==> src/hdl/mss_pkg.sv <==
// constants, field layouts and types of the multi-step speed sequencer
// assumes a 10 MHz system clock and a 32-bit classic Wishbone slave port
package mss_pkg;
	// stage and table geometry
	localparam int STAGES = 15;
	localparam logic [3:0] LAST_STAGE = 4'he;
	localparam int ROW_W = 40;
	localparam int PRE_LSB = 0;
	localparam int DUR_LSB = 16;
	localparam int DR_LSB = 32;
	localparam logic [39:0] MASK_PRE = 40'h000000ffff;
	localparam logic [39:0] MASK_DUR = 40'h00ffff0000;
	localparam logic [39:0] MASK_DR = 40'hff00000000;
	localparam logic [7:0] DR_VALID = 8'h07;
	// register byte offsets
	localparam logic [7:0] OFS_MODE = 8'h00;
	localparam logic [7:0] OFS_CTRL = 8'h04;
	localparam logic [7:0] OFS_MAXF = 8'h08;
	localparam logic [7:0] OFS_RATEDV = 8'h0c;
	localparam logic [7:0] OFS_UPLIM = 8'h10;
	localparam logic [7:0] OFS_LOLIM = 8'h14;
	localparam logic [7:0] OFS_STATUS = 8'h18;
	localparam logic [7:0] OFS_REMAIN = 8'h1c;
	// table selector in address bits 7:6
	localparam logic [1:0] TBL_PRE = 2'h1;
	localparam logic [1:0] TBL_DUR = 2'h2;
	localparam logic [1:0] TBL_DR = 2'h3;
	// mode word digit positions
	localparam int MODE_CYC_LSB = 0;
	localparam int MODE_UNIT_LSB = 4;
	localparam int MODE_RET_LSB = 8;
	localparam int MODE_START_LSB = 12;
	localparam logic [3:0] CYC_STOP = 4'h0;
	localparam logic [3:0] CYC_REPEAT = 4'h1;
	localparam logic [3:0] CYC_HOLD = 4'h2;
	// control register bit positions
	localparam int CTRL_SEQ_EN = 0;
	localparam int CTRL_TGT_LSB = 1;
	localparam int CTRL_LOWB = 3;
	// reset values
	localparam logic [15:0] MODE_RST = 16'h0000;
	localparam logic [15:0] CTRL_RST = 16'h0000;
	localparam logic [15:0] MAXF_RST = 16'h1388;
	localparam logic [15:0] RATEDV_RST = 16'h017c;
	localparam logic [15:0] UPLIM_RST = 16'h1388;
	localparam logic [15:0] LOLIM_RST = 16'h0000;
	localparam logic [15:0] DUR_RST = 16'h0064;
	localparam logic [15:0] DUR_MAX = 16'hfde8;
	localparam logic signed [15:0] PCT_FULL = 16'sh03e8;
	localparam logic [15:0] PRESET_RST [0:14] = '{
		16'h00c8, 16'h0190, 16'h0258, 16'h0320, 16'h03e8,
		16'h0320, 16'h0258, 16'h0190, 16'h00c8, 16'h0190,
		16'h0258, 16'h0320, 16'h03e8, 16'h0320, 16'h0258};
	// timing: one tick per tenth of the selected unit
	localparam int CLK_PERIOD_NS = 100;
	localparam int TENTH_SECOND_NS = 100_000_000;
	localparam int TENTH_CYCLES = TENTH_SECOND_NS / CLK_PERIOD_NS;
	localparam logic [11:0] UNIT_SEC = 12'h001;
	localparam logic [11:0] UNIT_MIN = 12'h03c;
	localparam logic [11:0] UNIT_HOUR = 12'he10;
	// sequencer states, gray along idle-fetch-load-run
	typedef enum logic [1:0] {
		ST_IDLE = 2'b00,
		ST_FETCH = 2'b01,
		ST_LOAD = 2'b11,
		ST_RUN = 2'b10
	} mss_state_t;
	// reference destinations
	typedef enum logic [1:0] {
		TGT_FREQ = 2'b00,
		TGT_VOLT = 2'b01,
		TGT_PID = 2'b10
	} mss_tgt_t;
	// default table row for a stage index
	function automatic logic [ROW_W-1:0] default_row(input int i);
		default_row = '0;
		if (i < STAGES) begin
			default_row = {8'h00, DUR_RST, PRESET_RST[i]};
		end
	endfunction
endpackage

==> src/hdl/mss_tbl_if.sv <==
// carrier between the sequencer and its stage table memory
// assumes one clock; both read ports have one cycle of latency
`timescale 1ns/1ns
interface mss_tbl_if;
	import mss_pkg::*;
	logic wr_en;
	logic [3:0] wr_idx;
	logic [ROW_W-1:0] wr_data;
	logic [ROW_W-1:0] wr_mask;
	logic [3:0] a_idx;
	logic [ROW_W-1:0] a_data;
	logic [3:0] b_idx;
	logic [ROW_W-1:0] b_data;
	modport mem(input wr_en, wr_idx, wr_data, wr_mask, a_idx, b_idx,
		output a_data, b_data);
	modport user(output wr_en, wr_idx, wr_data, wr_mask, a_idx, b_idx,
		input a_data, b_data);
endinterface

==> src/hdl/mss_sequencer.sv <==
// multi-reference table and fifteen-stage speed sequencer
// assumes a 10 MHz clock, sync inputs and a classic Wishbone master
//
// Implementation choices: the address map and the Wishbone interface to the registers.
`timescale 1ns/1ns
// Notes on behaviour
// - fifteen presets, each up to 100.0 percent in magnitude
// - presets are signed, -100.0 to +100.0 percent
// - frequency target scales by maximum frequency
// - voltage target scales by rated motor voltage
// - process loop target passes percent unchanged
// - input terminal code picks the active preset
// - run starts stage one, advances on expiry
// - each stage has own time, direction, ramp
// - mode 0: after stage fifteen, zero, stop
// - zero-duration stages are skipped
// - mode 1: wrap to stage one forever
// - mode 2: hold last nonzero-time stage
// - unit digit: seconds, minutes or hours
// - retention digit keeps context over power loss
// - start digit 0: restart from stage one
// - start digit 1: resume remaining stage time
// - duration 0.0 to 6500.0, default 10.0
// - frequency clamped, low-limit behaviour applied
module mss_sequencer
	import mss_pkg::*;
#(
	parameter int TENTH_CYC = TENTH_CYCLES
) (
	input wire logic CLOCK,
	input wire logic RST_N,
	input wire logic WB_CYC_I,
	input wire logic WB_STB_I,
	input wire logic WB_WE_I,
	input wire logic [7:0] WB_ADR_I,
	input wire logic [3:0] WB_SEL_I,
	input wire logic [31:0] WB_DAT_I,
	output logic [31:0] WB_DAT_O,
	output logic WB_ACK_O,
	input wire logic RUN_CMD,
	input wire logic FAULT,
	input wire logic PWR_FAIL,
	input wire logic [3:0] DI_CODE,
	output logic [15:0] REF_OUT,
	output logic REF_REVERSE,
	output logic [1:0] RAMP_SEL,
	output logic SEQ_ACTIVE,
	output logic [3:0] SEQ_STAGE,
	output logic SEQ_DONE
);
	localparam int CW = $clog2(TENTH_CYC);

	// merge a 16-bit register with the low two byte lanes
	function automatic logic [15:0] merge16(input logic [15:0] o,
		input logic [15:0] n, input logic [1:0] s);
		logic [15:0] m;
		m = {{8{s[1]}}, {8{s[0]}}};
		return (o & ~m) | (n & m);
	endfunction

	// limit a signed percentage to plus or minus full scale
	function automatic logic [15:0] clamp_pct(input logic [15:0] v);
		logic signed [15:0] s;
		s = $signed(v);
		if (s > PCT_FULL) return PCT_FULL;
		if (s < -PCT_FULL) return -PCT_FULL;
		return v;
	endfunction

	// signed percentage times a full-scale value
	function automatic logic [15:0] scale(input logic [15:0] p,
		input logic [14:0] full);
		logic signed [31:0] prod;
		prod = $signed({{16{p[15]}}, p}) * $signed({17'h00000, full});
		prod = prod / 32'sh000003e8;
		return prod[15:0];
	endfunction

	// bus and configuration registers
	logic pend_q;
	logic [15:0] mode_q;
	logic [15:0] ctrl_q;
	logic [15:0] maxf_q;
	logic [15:0] ratedv_q;
	logic [15:0] uplim_q;
	logic [15:0] lolim_q;
	// sequencer state
	mss_state_t state_q, state_d;
	logic [3:0] stage_q, stage_d;
	logic [3:0] nz_q, nz_d;
	logic [15:0] remain_q, remain_d;
	logic [15:0] pre_q, pre_d;
	logic [7:0] dr_q, dr_d;
	logic hold_q, hold_d;
	logic done_q, done_d;
	logic resume_q, resume_d;
	logic any_q, any_d;
	logic run_prev_q;
	logic adv;
	// timing prescaler
	logic [CW-1:0] tenth_q;
	logic [11:0] unit_q;

	mss_tbl_if tbl();

	// stage table
	mss_tbl_mem #(.DEPTH(16)) u_mem (
		.clk(CLOCK),
		.rst_n(RST_N),
		.t(tbl)
	);

	// bus decode
	wire req = WB_CYC_I & WB_STB_I;
	wire aligned = WB_ADR_I[1:0] == 2'b00;
	wire [1:0] tsel = WB_ADR_I[7:6];
	wire [3:0] tidx = WB_ADR_I[5:2];
	wire tbl_hit = aligned && tsel != 2'b00 && tidx != 4'hf;
	wire hit_mode = WB_ADR_I == OFS_MODE;
	wire hit_ctrl = WB_ADR_I == OFS_CTRL;
	wire hit_maxf = WB_ADR_I == OFS_MAXF;
	wire hit_ratedv = WB_ADR_I == OFS_RATEDV;
	wire hit_uplim = WB_ADR_I == OFS_UPLIM;
	wire hit_lolim = WB_ADR_I == OFS_LOLIM;
	wire hit_status = WB_ADR_I == OFS_STATUS;
	wire hit_remain = WB_ADR_I == OFS_REMAIN;
	// writes commit at the edge where the master samples ack
	wire wr_fire = req & WB_WE_I & WB_ACK_O;
	wire [1:0] lanes = WB_SEL_I[1:0];

	// table field addressed by the bus, from read port a
	wire [15:0] old_f = (tsel == TBL_PRE) ? tbl.a_data[PRE_LSB+:16]
		: (tsel == TBL_DUR) ? tbl.a_data[DUR_LSB+:16]
		: {8'h00, tbl.a_data[DR_LSB+:8]};
	wire [15:0] mrg_f = merge16(old_f, WB_DAT_I[15:0], lanes);
	// written values are forced into range
	wire [15:0] new_f = (tsel == TBL_PRE) ? clamp_pct(mrg_f)
		: (tsel == TBL_DUR) ? ((mrg_f > DUR_MAX) ? DUR_MAX : mrg_f)
		: {8'h00, mrg_f[7:0] & DR_VALID};
	assign tbl.a_idx = tidx;
	assign tbl.wr_idx = tidx;
	assign tbl.wr_en = wr_fire & tbl_hit;
	assign tbl.wr_data = {new_f[7:0], new_f, new_f};
	assign tbl.wr_mask = (tsel == TBL_PRE) ? MASK_PRE
		: (tsel == TBL_DUR) ? MASK_DUR : MASK_DR;

	// read selection; unmapped offsets read zero
	wire [15:0] status_w = {8'h00, done_q, hold_q, resume_q,
		state_q != ST_IDLE, stage_q};
	wire [15:0] rd16 = tbl_hit ? old_f
		: hit_mode ? mode_q
		: hit_ctrl ? ctrl_q
		: hit_maxf ? maxf_q
		: hit_ratedv ? ratedv_q
		: hit_uplim ? uplim_q
		: hit_lolim ? lolim_q
		: hit_status ? status_w
		: hit_remain ? remain_q : 16'h0000;

	// two-cycle answer: pending, then one-cycle ack
	always_ff @(posedge CLOCK) begin
		if (!RST_N) begin
			pend_q <= 1'b0;
			WB_ACK_O <= 1'b0;
			WB_DAT_O <= 32'h00000000;
		end else begin
			pend_q <= req & ~pend_q & ~WB_ACK_O;
			WB_ACK_O <= req & pend_q;
			if (req & pend_q) begin
				WB_DAT_O <= WB_WE_I ? 32'h00000000 : {16'h0000, rd16};
			end
		end
	end

	// configuration registers with byte lanes
	always_ff @(posedge CLOCK) begin
		if (!RST_N) begin
			mode_q <= MODE_RST;
			ctrl_q <= CTRL_RST;
			maxf_q <= MAXF_RST;
			ratedv_q <= RATEDV_RST;
			uplim_q <= UPLIM_RST;
			lolim_q <= LOLIM_RST;
		end else if (wr_fire) begin
			if (hit_mode) mode_q <= merge16(mode_q, WB_DAT_I[15:0], lanes);
			if (hit_ctrl) ctrl_q <= merge16(ctrl_q, WB_DAT_I[15:0], lanes);
			if (hit_maxf) maxf_q <= merge16(maxf_q, WB_DAT_I[15:0], lanes);
			if (hit_ratedv) ratedv_q <= merge16(ratedv_q, WB_DAT_I[15:0], lanes);
			if (hit_uplim) uplim_q <= merge16(uplim_q, WB_DAT_I[15:0], lanes);
			if (hit_lolim) lolim_q <= merge16(lolim_q, WB_DAT_I[15:0], lanes);
		end
	end

	// mode digits and control fields
	wire seq_en = ctrl_q[CTRL_SEQ_EN];
	wire [1:0] tgt = ctrl_q[CTRL_TGT_LSB+:2];
	wire low_zero = ctrl_q[CTRL_LOWB];
	wire [3:0] cyc_m = mode_q[MODE_CYC_LSB+:4];
	wire [3:0] unit_m = mode_q[MODE_UNIT_LSB+:4];
	wire [3:0] ret_m = mode_q[MODE_RET_LSB+:4];
	wire [3:0] start_m = mode_q[MODE_START_LSB+:4];
	// current row on read port b
	wire [15:0] b_pre = tbl.b_data[PRE_LSB+:16];
	wire [15:0] b_dur = tbl.b_data[DUR_LSB+:16];
	wire [7:0] b_dr = tbl.b_data[DR_LSB+:8];
	// terminal code n selects preset n; code 0 selects none
	assign tbl.b_idx = seq_en ? stage_q : DI_CODE - 4'h1;
	// run edge starts, any loss of run interrupts
	wire start = RUN_CMD & ~run_prev_q & seq_en & ~FAULT & ~PWR_FAIL;
	wire intr = ~RUN_CMD | FAULT | PWR_FAIL | ~seq_en;
	wire resume_ok = resume_q && start_m == 4'h1;

	// prescaler: tenth of a second, then tenths per unit
	wire tick_run = state_q == ST_RUN && !hold_q;
	wire tenth_end = tenth_q == CW'(TENTH_CYC - 1);
	wire [11:0] unit_len = (unit_m == 4'h1) ? UNIT_MIN
		: (unit_m == 4'h2) ? UNIT_HOUR : UNIT_SEC;
	wire stage_tick = tick_run & tenth_end
		& (unit_q == unit_len - 12'h001);

	// prescaler restarts on every stage load
	always_ff @(posedge CLOCK) begin
		if (!RST_N || !tick_run) begin
			tenth_q <= '0;
			unit_q <= 12'h000;
		end else if (tenth_end) begin
			tenth_q <= '0;
			unit_q <= stage_tick ? 12'h000 : unit_q + 12'h001;
		end else begin
			tenth_q <= tenth_q + CW'(1);
		end
	end

	// stage sequencing
	always_comb begin
		state_d = state_q;
		stage_d = stage_q;
		nz_d = nz_q;
		remain_d = remain_q;
		pre_d = pre_q;
		dr_d = dr_q;
		hold_d = hold_q;
		done_d = done_q;
		resume_d = resume_q;
		any_d = any_q;
		adv = 1'b0;
		unique case (state_q)
			ST_IDLE: begin
				if (start) begin
					done_d = 1'b0;
					resume_d = 1'b0;
					if (resume_ok) begin
						state_d = ST_RUN;
					end else begin
						stage_d = 4'h0;
						hold_d = 1'b0;
						any_d = 1'b0;
						state_d = ST_FETCH;
					end
				end
			end
			ST_FETCH: state_d = ST_LOAD;
			ST_LOAD: begin
				if (b_dur == 16'h0000) begin
					adv = 1'b1;
				end else begin
					remain_d = b_dur;
					pre_d = b_pre;
					dr_d = b_dr;
					any_d = 1'b1;
					nz_d = stage_q;
					state_d = ST_RUN;
				end
			end
			ST_RUN: begin
				if (stage_tick) begin
					if (remain_q <= 16'h0001) adv = 1'b1;
					else remain_d = remain_q - 16'h0001;
				end
			end
		endcase
		if (adv) begin
			remain_d = 16'h0000;
			if (stage_q != LAST_STAGE) begin
				stage_d = stage_q + 4'h1;
				state_d = ST_FETCH;
			end else if (cyc_m == CYC_REPEAT) begin
				stage_d = 4'h0;
				any_d = 1'b0;
				state_d = ST_FETCH;
			end else if (cyc_m == CYC_HOLD && any_q) begin
				stage_d = nz_q;
				hold_d = 1'b1;
				state_d = ST_RUN;
			end else begin
				state_d = ST_IDLE;
				done_d = 1'b1;
			end
		end
		// interruption keeps context only from a running stage
		if (state_q != ST_IDLE && intr) begin
			state_d = ST_IDLE;
			resume_d = state_q == ST_RUN;
		end
		if (PWR_FAIL && ret_m != 4'h1) begin
			resume_d = 1'b0;
		end
	end

	// sequencer registers
	always_ff @(posedge CLOCK) begin
		if (!RST_N) begin
			state_q <= ST_IDLE;
			stage_q <= 4'h0;
			nz_q <= 4'h0;
			remain_q <= 16'h0000;
			pre_q <= 16'h0000;
			dr_q <= 8'h00;
			hold_q <= 1'b0;
			done_q <= 1'b0;
			resume_q <= 1'b0;
			any_q <= 1'b0;
			run_prev_q <= 1'b0;
		end else begin
			state_q <= state_d;
			stage_q <= stage_d;
			nz_q <= nz_d;
			remain_q <= remain_d;
			pre_q <= pre_d;
			dr_q <= dr_d;
			hold_q <= hold_d;
			done_q <= done_d;
			resume_q <= resume_d;
			any_q <= any_d;
			run_prev_q <= RUN_CMD;
		end
	end

	// reference path: select, scale, limit
	wire ref_on = seq_en ? state_q == ST_RUN : DI_CODE != 4'h0;
	wire [15:0] pct = seq_en ? pre_q : b_pre;
	wire [15:0] f_raw = scale(pct, maxf_q[14:0]);
	wire [15:0] v_raw = scale(pct, ratedv_q[14:0]);
	wire f_neg = f_raw[15];
	wire [15:0] f_mag = f_neg ? 16'h0000 - f_raw : f_raw;
	wire [15:0] f_lim = (f_mag > uplim_q) ? uplim_q
		: (f_mag < lolim_q) ? (low_zero ? 16'h0000 : lolim_q)
		: f_mag;
	wire [15:0] f_out = f_neg ? 16'h0000 - f_lim : f_lim;
	wire [15:0] ref_d = !ref_on ? 16'h0000
		: (tgt == TGT_VOLT) ? v_raw
		: (tgt == TGT_PID) ? pct
		: f_out;

	// registered outputs toward the drive
	always_ff @(posedge CLOCK) begin
		if (!RST_N) begin
			REF_OUT <= 16'h0000;
			REF_REVERSE <= 1'b0;
			RAMP_SEL <= 2'h0;
			SEQ_ACTIVE <= 1'b0;
			SEQ_STAGE <= 4'h1;
			SEQ_DONE <= 1'b0;
		end else begin
			REF_OUT <= ref_d;
			REF_REVERSE <= seq_en & ref_on & dr_q[0];
			RAMP_SEL <= (seq_en & ref_on) ? dr_q[2:1] : 2'h0;
			SEQ_ACTIVE <= state_d != ST_IDLE;
			SEQ_STAGE <= stage_d + 4'h1;
			SEQ_DONE <= done_d;
		end
	end
endmodule

==> src/hdl/mss_tbl_mem.sv <==
// stage table: preset, duration and direction/ramp per stage
// assumes synchronous active-low reset; read data come from registers
`timescale 1ns/1ns
module mss_tbl_mem
	import mss_pkg::*;
#(
	parameter int DEPTH = 16
) (
	input wire logic clk,
	input wire logic rst_n,
	mss_tbl_if.mem t
);
	// table rows, reloaded with defaults at reset
	logic [ROW_W-1:0] row_q [DEPTH];
	// registered read ports
	logic [ROW_W-1:0] a_q;
	logic [ROW_W-1:0] b_q;

	// masked write, two registered reads
	always_ff @(posedge clk) begin
		if (!rst_n) begin
			for (int i = 0; i < DEPTH; i++) begin
				row_q[i] <= default_row(i);
			end
		end else if (t.wr_en) begin
			row_q[t.wr_idx] <= (row_q[t.wr_idx] & ~t.wr_mask)
				| (t.wr_data & t.wr_mask);
		end
	end

	// read ports see old data on a same-cycle write
	always_ff @(posedge clk) begin
		a_q <= row_q[t.a_idx];
		b_q <= row_q[t.b_idx];
	end

	assign t.a_data = a_q;
	assign t.b_data = b_q;
endmodule

==> config.mk <==
export PLATFORM = sky130hd
export DESIGN_NAME = mss_sequencer
export DESIGN_NICKNAME = d
export VERILOG_FILES = /design/src/hdl/mss_pkg.sv /design/src/hdl/mss_tbl_if.sv /design/src/hdl/mss_sequencer.sv /design/src/hdl/mss_tbl_mem.sv
export SDC_FILE = /design/constraint.sdc
export NUM_CORES = 2
export LEC_CHECK = 0
export BUFFER_PORTS_ARGS = -buffer_cell sky130_fd_sc_hd__buf_2
export CAP_MARGIN = 10
export CORE_AREA = 2 2 524 526
export DETAILED_ROUTE_END_ITERATION = 10
export DIE_AREA = 0 0 526 528
export PLACE_DENSITY = 0.5
export SLEW_MARGIN = 20
export SYNTH_ARGS = -nofsm -noshare
export SYNTH_HDL_FRONTEND = slang
export SYNTH_SLANG_ARGS = --single-unit
==> constraint.sdc <==
create_clock -name CLOCK -period 30.2 [get_ports CLOCK]
set_input_delay 0 -clock CLOCK [delete_from_list [all_inputs] [get_ports CLOCK]]
set_output_delay 0 -clock CLOCK [all_outputs]
set_load 0.01 [all_outputs]
Yosys cells after proc, flatten, opt, wreduce, memory -nomap -nowiden
Memories as Yosys holds them, arrays and structs flattened. A register that Yosys moved wholly into a read port is not among the register bits.
Cells that the tools add are included.
Widths: inputs -> output; s select.
{"block": "totals", "ramBits": 640, "in_bits": 56, "ff_bits": 276, "output_inout_bits": 58, "mem_count": 1}
{"memory": "u_mem.row_q", "depth": 16, "word_bits": 40, "rd": 2, "rd_clocked_by_memory_dff": 1, "write_ports": 16, "line_no": "mss_tbl_mem.sv:14", "source": "logic [ROW_W-1:0] row_q [DEPTH];"}
{"block": "classes", "reduce_logical": 37, "order_cmp": 6, "n_eq_ne": 27, "n_div": 2, "add_sub_neg": 9, "muxes": 96, "multipliers": 2, "bitwise_logic": 47}
{"op": "$mux 16", "n": 30}
{"op": "$mux 40", "n": 8}
{"op": "$and 16x16->16", "n": 8}
{"op": "$or 16x16->16", "n": 7}
{"op": "$and 40x40->40", "n": 2}
{"op": "$div 32x11->32 const B", "n": 2}
{"op": "$mul 16x16->32", "n": 2}
{"op": "$not 40->40", "n": 1}
{"op": "$or 40x40->40", "n": 1}
{"op": "$reduce_or 40->1", "n": 1}
{"op": "$mux 12", "n": 3}
{"op": "$mux 4", "n": 9}
{"op": "$mux 1", "n": 34}
{"op": "$eq 8x5->1 const B", "n": 4}
{"op": "$pmux 16 s2", "n": 1}
{"op": "$sub 1x16->16 const A", "n": 2}
{"op": "$add 20x1->20 const B", "n": 1}
{"op": "$eq 20x20->1 const B", "n": 1}
{"op": "$reduce_and 2->1", "n": 10}
{"op": "$eq 8x4->1 const B", "n": 2}
{"op": "$gt 16x11->1 const B", "n": 1}
{"op": "$gt 16x16->1", "n": 1}
{"op": "$gt 16x16->1 const B", "n": 1}
{"op": "$le 16x1->1 const B", "n": 1}
{"op": "other kinds (33)", "n": 93}

Longest topological paths before layout
{"block": "depth", "ltp_word": 14, "ltp_mapped": 126, "depth_no_buf": 107}

By module
A second synthesis with hierarchy kept.
{"block": "unflattened", "cells_unflattened": 8762, "hier_area_um2": 87572.7}
{"module": "mss_sequencer", "cells_per_inst": 6193, "area_per_inst_um2": 47674.5, "seq_area_each_um2": 4404.2, "instances": 1}
{"module": "mss_tbl_mem", "cells_per_inst": 2569, "area_per_inst_um2": 39898.3, "seq_area_each_um2": 20820.0, "instances": 1}

Least setup slack after synthesis
OpenSTA, ideal clock, no wires.
{"block": "synth_path", "path_type": "flip-flop to flip-flop", "startpoint": "register with a tool-made name", "endpoint": "register REF_OUT[10]", "period_less_slack_ns": 26.376, "t_arrival_ns": 26.311, "setup_slack_ns": 3.824, "stages_incl_launch_ff": 110, "setup_ns": 0.065, "cell_sequence": "dfxtp_1 -> buf_4 -> buf_6 -> mux2_2 -> clkbuf_1 -> nand2_1 -> fa_1 -> inv_1 -> fa_1 -> fa_1 -> fa_1 -> fa_1 -> inv_1 -> fa_1 -> inv_1 -> ha_1 -> a21oi_1 -> o21ai_1 -> (+74 left out) -> a21oi_1 -> a21boi_0 -> o21ai_0 -> inv_1 -> o22ai_1 -> inv_1 -> a221oi_1 -> a21oi_2 -> inv_1 -> ha_1 -> o2111ai_1 -> or3_1 -> nor3_2 -> a21oi_1 -> xnor2_1 -> mux2i_1 -> mux2_2 -> nor2_1"}
{"item": "end signal, assigned", "line_no": "mss_sequencer.sv:365", "source": "REF_OUT <= ref_d;"}
{"item": "end, declared", "line_no": "mss_sequencer.sv:44", "source": "output logic [15:0] REF_OUT,"}

==> impl_metrics.sql <==
INSERT INTO impl_metrics (metric_group, metric, value, unit) VALUES
('run_status', 'outcome', 'finished, final reports clean', ''),
('sta', 'timing.final.setup_violations', '0', ''),
('hold_path', 'holdCritPathClass', 'input pin to flip-flop', ''),
('setup_path', 'cp_data_arrival_time', '29.26', 'ns'),
('clock_tree', 'cts-buffers-inserted', '99', ''),
('floorplanning', 'core-area', '0.2724', 'mm2'),
('setup_path', 'cp_common_cell', 'sky130_fd_sc_hd__nand2_1', ''),
('finish', 'post_layout_nonfiller_instances', '12000', ''),
('detailed_routing', 'routed_wire_length_per_instance', '23.07', 'um'),
('clock_tree', 'cts_buffer_depth', '3', ''),
('finish', 'final_net_count', '9085', ''),
('floorplanning', 'floorplan.io_pins', '114', ''),
('global_routing', 'globalRoute.totalOverflow', '0', ''),
('global_routing', 'antenna_violations_before_repair', '29', ''),
('clock_tree', 'clk_pin_slew', '0.06', 'ns'),
('setup_path', 'crit_path_max_incr_delay', '0.70', 'ns'),
('setup_path', 'worstSetupPathType', 'flip-flop to flip-flop', ''),
('logic_synthesis', 'synth_async_sr_flop_share', '0', '%'),
('logic_synthesis', 'post_synth_inst_count', '8319', ''),
('logic_synthesis', 'yosys_register_bits', '935', ''),
('logic_synthesis', 'synth_top_flop_cell', 'sky130_fd_sc_hd__edfxtp_1', ''),
('finish', 'final_util', '33.03', '%'),
('finish', 'layout.filler_cells', '27950', ''),
('setup_path', 'endpoint_kind', 'flip-flop', ''),
('setup_path', 'ff2ff_path_depth', '104', ''),
('setup_path', 'path_max_fanout', '23', ''),
('sta', 'finalCriticalPeriod', '28.61', 'ns'),
('clock_tree', 'cell_at_the_root_of_the_clock_tree', 'sky130_fd_sc_hd__clkbuf_16', ''),
('detailed_routing', 'initialDrtViolationCount', '6190', ''),
('sta', 'clock-skew-final', '0.05768', 'ns'),
('logic_synthesis', 'synthesis.area', '0.08116', 'mm2'),
('placement', 'place.gp.congestion', '0.9020', ''),
('clock_tree', 'cts.htree.levels', '3', ''),
('detailed_routing', 'finalWirelength', '276.8', 'mm'),
('floorplanning', 'design.die.area', '0.2777', 'mm2'),
('hold_path', 'timing.hold.worst_path_depth', '5', ''),
('setup_path', 'critPathSlowestCell', 'sky130_fd_sc_hd__or4_1', ''),
('detailed_routing', 'final_antenna_net_count', '0', ''),
('placement', 'place.detailed.instances', '11760', ''),
('setup_path', 'critical_path.reg2reg.endpoint', 'REF_OUT[12]', ''),
('global_routing', 'global_route.usage.total', '19.42', '%'),
('logic_synthesis', 'synth_area_per_cell', '9.756', 'um2'),
('sta', 'max-slew-margin-rel', '18.01', '%'),
('hold_path', 'holdPathEnd', 'resume_q', ''),
('clock_tree', 'clock_insertion_delay_worst_skew', '0.74', 'ns'),
('hold_path', 'worst_hold_startpoint', 'PWR_FAIL', ''),
('finish', 'area.sequential', '0.02513', 'mm2'),
('detailed_routing', 'avgViaCountPerCell', '5.474', ''),
('clock_tree', 'cts.sink_count', '935', ''),
('floorplanning', 'fp.dieW', '526', 'um'),
('sta', 'report.final.hold_viol_count', '0', ''),
('finish', 'fraction_of_final_layout_cells_with_drive_strength_greater_than_1', '14.22', '%'),
('sta', 'timing_max_transition_violations_final', '0', ''),
('clock_tree', 'cts_tree', 'done', ''),
('floorplanning', 'fp.dieH', '528', 'um'),
('detailed_routing', 'route.detailed.drc', '0', ''),
('global_routing', 'pin_count_of_the_biggest_net_entering_global_routing', '85', ''),
('setup_path', 'ff2ff_setup_slack', '1.59', 'ns'),
('global_routing', 'global_route_wire_length_before_repair', '417.0', 'mm'),
('sta', 'worstMarginPinSlew', '1.225', 'ns'),
('detailed_routing', 'dr.pass1.iters', '6', ''),
('sta', 'final_cycle_share', '94.73', '%'),
('sta', 'totalNegativeSetupSlack', '0', 'ns'),
('job', 'maxCapViolCount', '0', ''),
('logic_synthesis', 'synth_cell_type_count', '171', ''),
('setup_path', 'worstSetupStartpointType', 'flip-flop', ''),
('sta', 'rsz0062_at_grt', 'false', ''),
('finish', 'multi_input_comb_area', '0.05217', 'mm2'),
('floorplanning', 'std_cell_rows', '192', ''),
('placement', 'hpwlAfterDp', '196.8', 'mm'),
('global_routing', 'vias_in_the_first_global_route', '65270', ''),
('logic_synthesis', 'yosysWarnings', '0', ''),
('placement', 'port_buffers', '79', ''),
('floorplanning', 'starting_density', '29.79', '%'),
('finish', 'syn2layout_area_growth', '10.88', '%'),
('sta', 'max_freq', '34.96', 'MHz'),
('logic_synthesis', 'synth-edff-count', '640', ''),
('setup_path', 'worstPathRequired', '30.85', 'ns'),
('detailed_routing', 'num_vias', '65670', ''),
('logic_synthesis', 'ys_seq_area_share', '30.96', '%');
## area by class of cell
cell class / count / share of cell area (%)
clock inverters: 38 / 0.4004
clock buffers: 147 / 3.087
flip-flops and latches: 935 / 27.92
well taps: 3589 / 4.990
repair buffers: 341 / 2.746
multi-input cells: 6255 / 57.97
inverters: 685 / 2.866
diodes: 7 / 0.01947
## metal layers
layer	GRT usage [%]	share of wire [%]	wire length, um	vias up
met5	0	0.011	30	-
met4	5.700	3.3	9254	6
met3	2.556	6.3	17490	403
met2	33.41	49	134900	2291
met1	25.32	42	115100	33430
li1	-	-	-	29540
## metrics by stage
stage / hold WS [ns] / cell area [um2] / setup WS [ns]
CTS: 0.01291 / 89230 / 0.02049
finish: 0.06339 / 89990 / 1.592
floorplan: 0.1217 / 81360 / 3.824
global route: 0.05376 / 89980 / 0.004931
global placement: 0.2725 / 85770 / 0.3364
detailed placement: 0.2839 / 85850 / 0.1432
## critical path: cells and delay by family, from the launching register on
family	cells	cell delay, ns
compound gates	39	10.54
xor+xnor	7	1.35
mux	5	1.55
simple gates	31	8.06
fa+ha+maj	12	5.15
buf+inv	10	1.33
flops	1	0.55
## cells by family (layout without fill, tap and decap cells)
group                    count (synthesis)  after routing  share of synthesized area [%]
adder cells (fa/ha/maj)                727            727                          15.73
flip-flops                             935            935                          30.96
XOR/XNOR                               316            316                          3.503
multiplexers                           575            575                          12.49
AND/OR/NAND/NOR                       2957           2957                          17.00
other                                    1             63                       0.004621
AO/OA/AOI/OAI                         1624           1624                          14.36
buffers and inverters                 1184           1211                          5.963
## worst max-delay path by stage
| stage | end | slack, ns |
|---|---|---|
| 6_report | REF_OUT[12] | 1.59 |
| 4_1_cts | REF_OUT[12] | 0.02 |
| 3_3_place_gp | REF_OUT[12] | 0.34 |
| 2_1_floorplan | REF_OUT[10] | 3.82 |
| 3_5_place_dp | REF_OUT[12] | 0.14 |
| 5_1_grt | REF_OUT[12] | 0.005 |
## repair_timing
item	CTS	global route
resized for setup	0	82
endpoints found under the hold margin	122	0
setup buffers	0	21
hold buffers	24	0
endpoints found under the setup margin	0	16
## synth_stat cells (all sizes together) (51+ instances only)
library cell | count | area, um2
inv | 679 | 2549
dfxtp | 295 | 5906
a21oi | 407 | 2153
a22oi | 70 | 530.5
xor2 | 105 | 942.2
and2 | 300 | 1883
fa | 492 | 9849
o21a | 70 | 531.8
edfxtp | 640 | 19220
nor2 | 985 | 3715
xnor2 | 210 | 1877
buf | 131 | 840.8
nor2b | 63 | 401.6
nand2 | 921 | 3462
clkbuf | 366 | 1409
o21ai | 279 | 1441
nand3 | 152 | 765.7
a31oi | 72 | 559.3
nor3 | 147 | 788.3
or3 | 51 | 334.1
mux4 | 342 | 7702
a211oi | 101 | 860.8
mux2i | 186 | 1882
and3 | 60 | 401.6
o211ai | 81 | 638.1
o31ai | 52 | 452.9
a21o | 61 | 460.4
ha | 220 | 2753
## placed cells by master (no fill, tap or decap), drive strengths merged, types with 43 or more instances in the layout
| cell type | n |
|---|---|
| and2 | 300 |
| a22oi | 70 |
| nand4 | 47 |
| and3 | 60 |
| conb | 56 |
| fa | 492 |
| mux4 | 342 |
| xor2 | 105 |
| o21a | 70 |
| buf | 316 |
| o31ai | 52 |
| a21o | 61 |
| or2 | 43 |
| o211ai | 81 |
| or3 | 51 |
| inv | 685 |
| mux2 | 47 |
| a21oi | 407 |
| o21ai | 279 |
| nand2 | 921 |
| ha | 220 |
| nor3 | 147 |
| mux2i | 186 |
| dfxtp | 295 |
| nand3 | 152 |
| edfxtp | 640 |
| nor2 | 985 |
| xnor2 | 210 |
| a211oi | 101 |
| a31oi | 72 |
| nor2b | 63 |
| clkbuf | 148 |
Power is not shown: default switching activity piles up to over one toggle a cycle in this logic, so the estimate is an artifact.
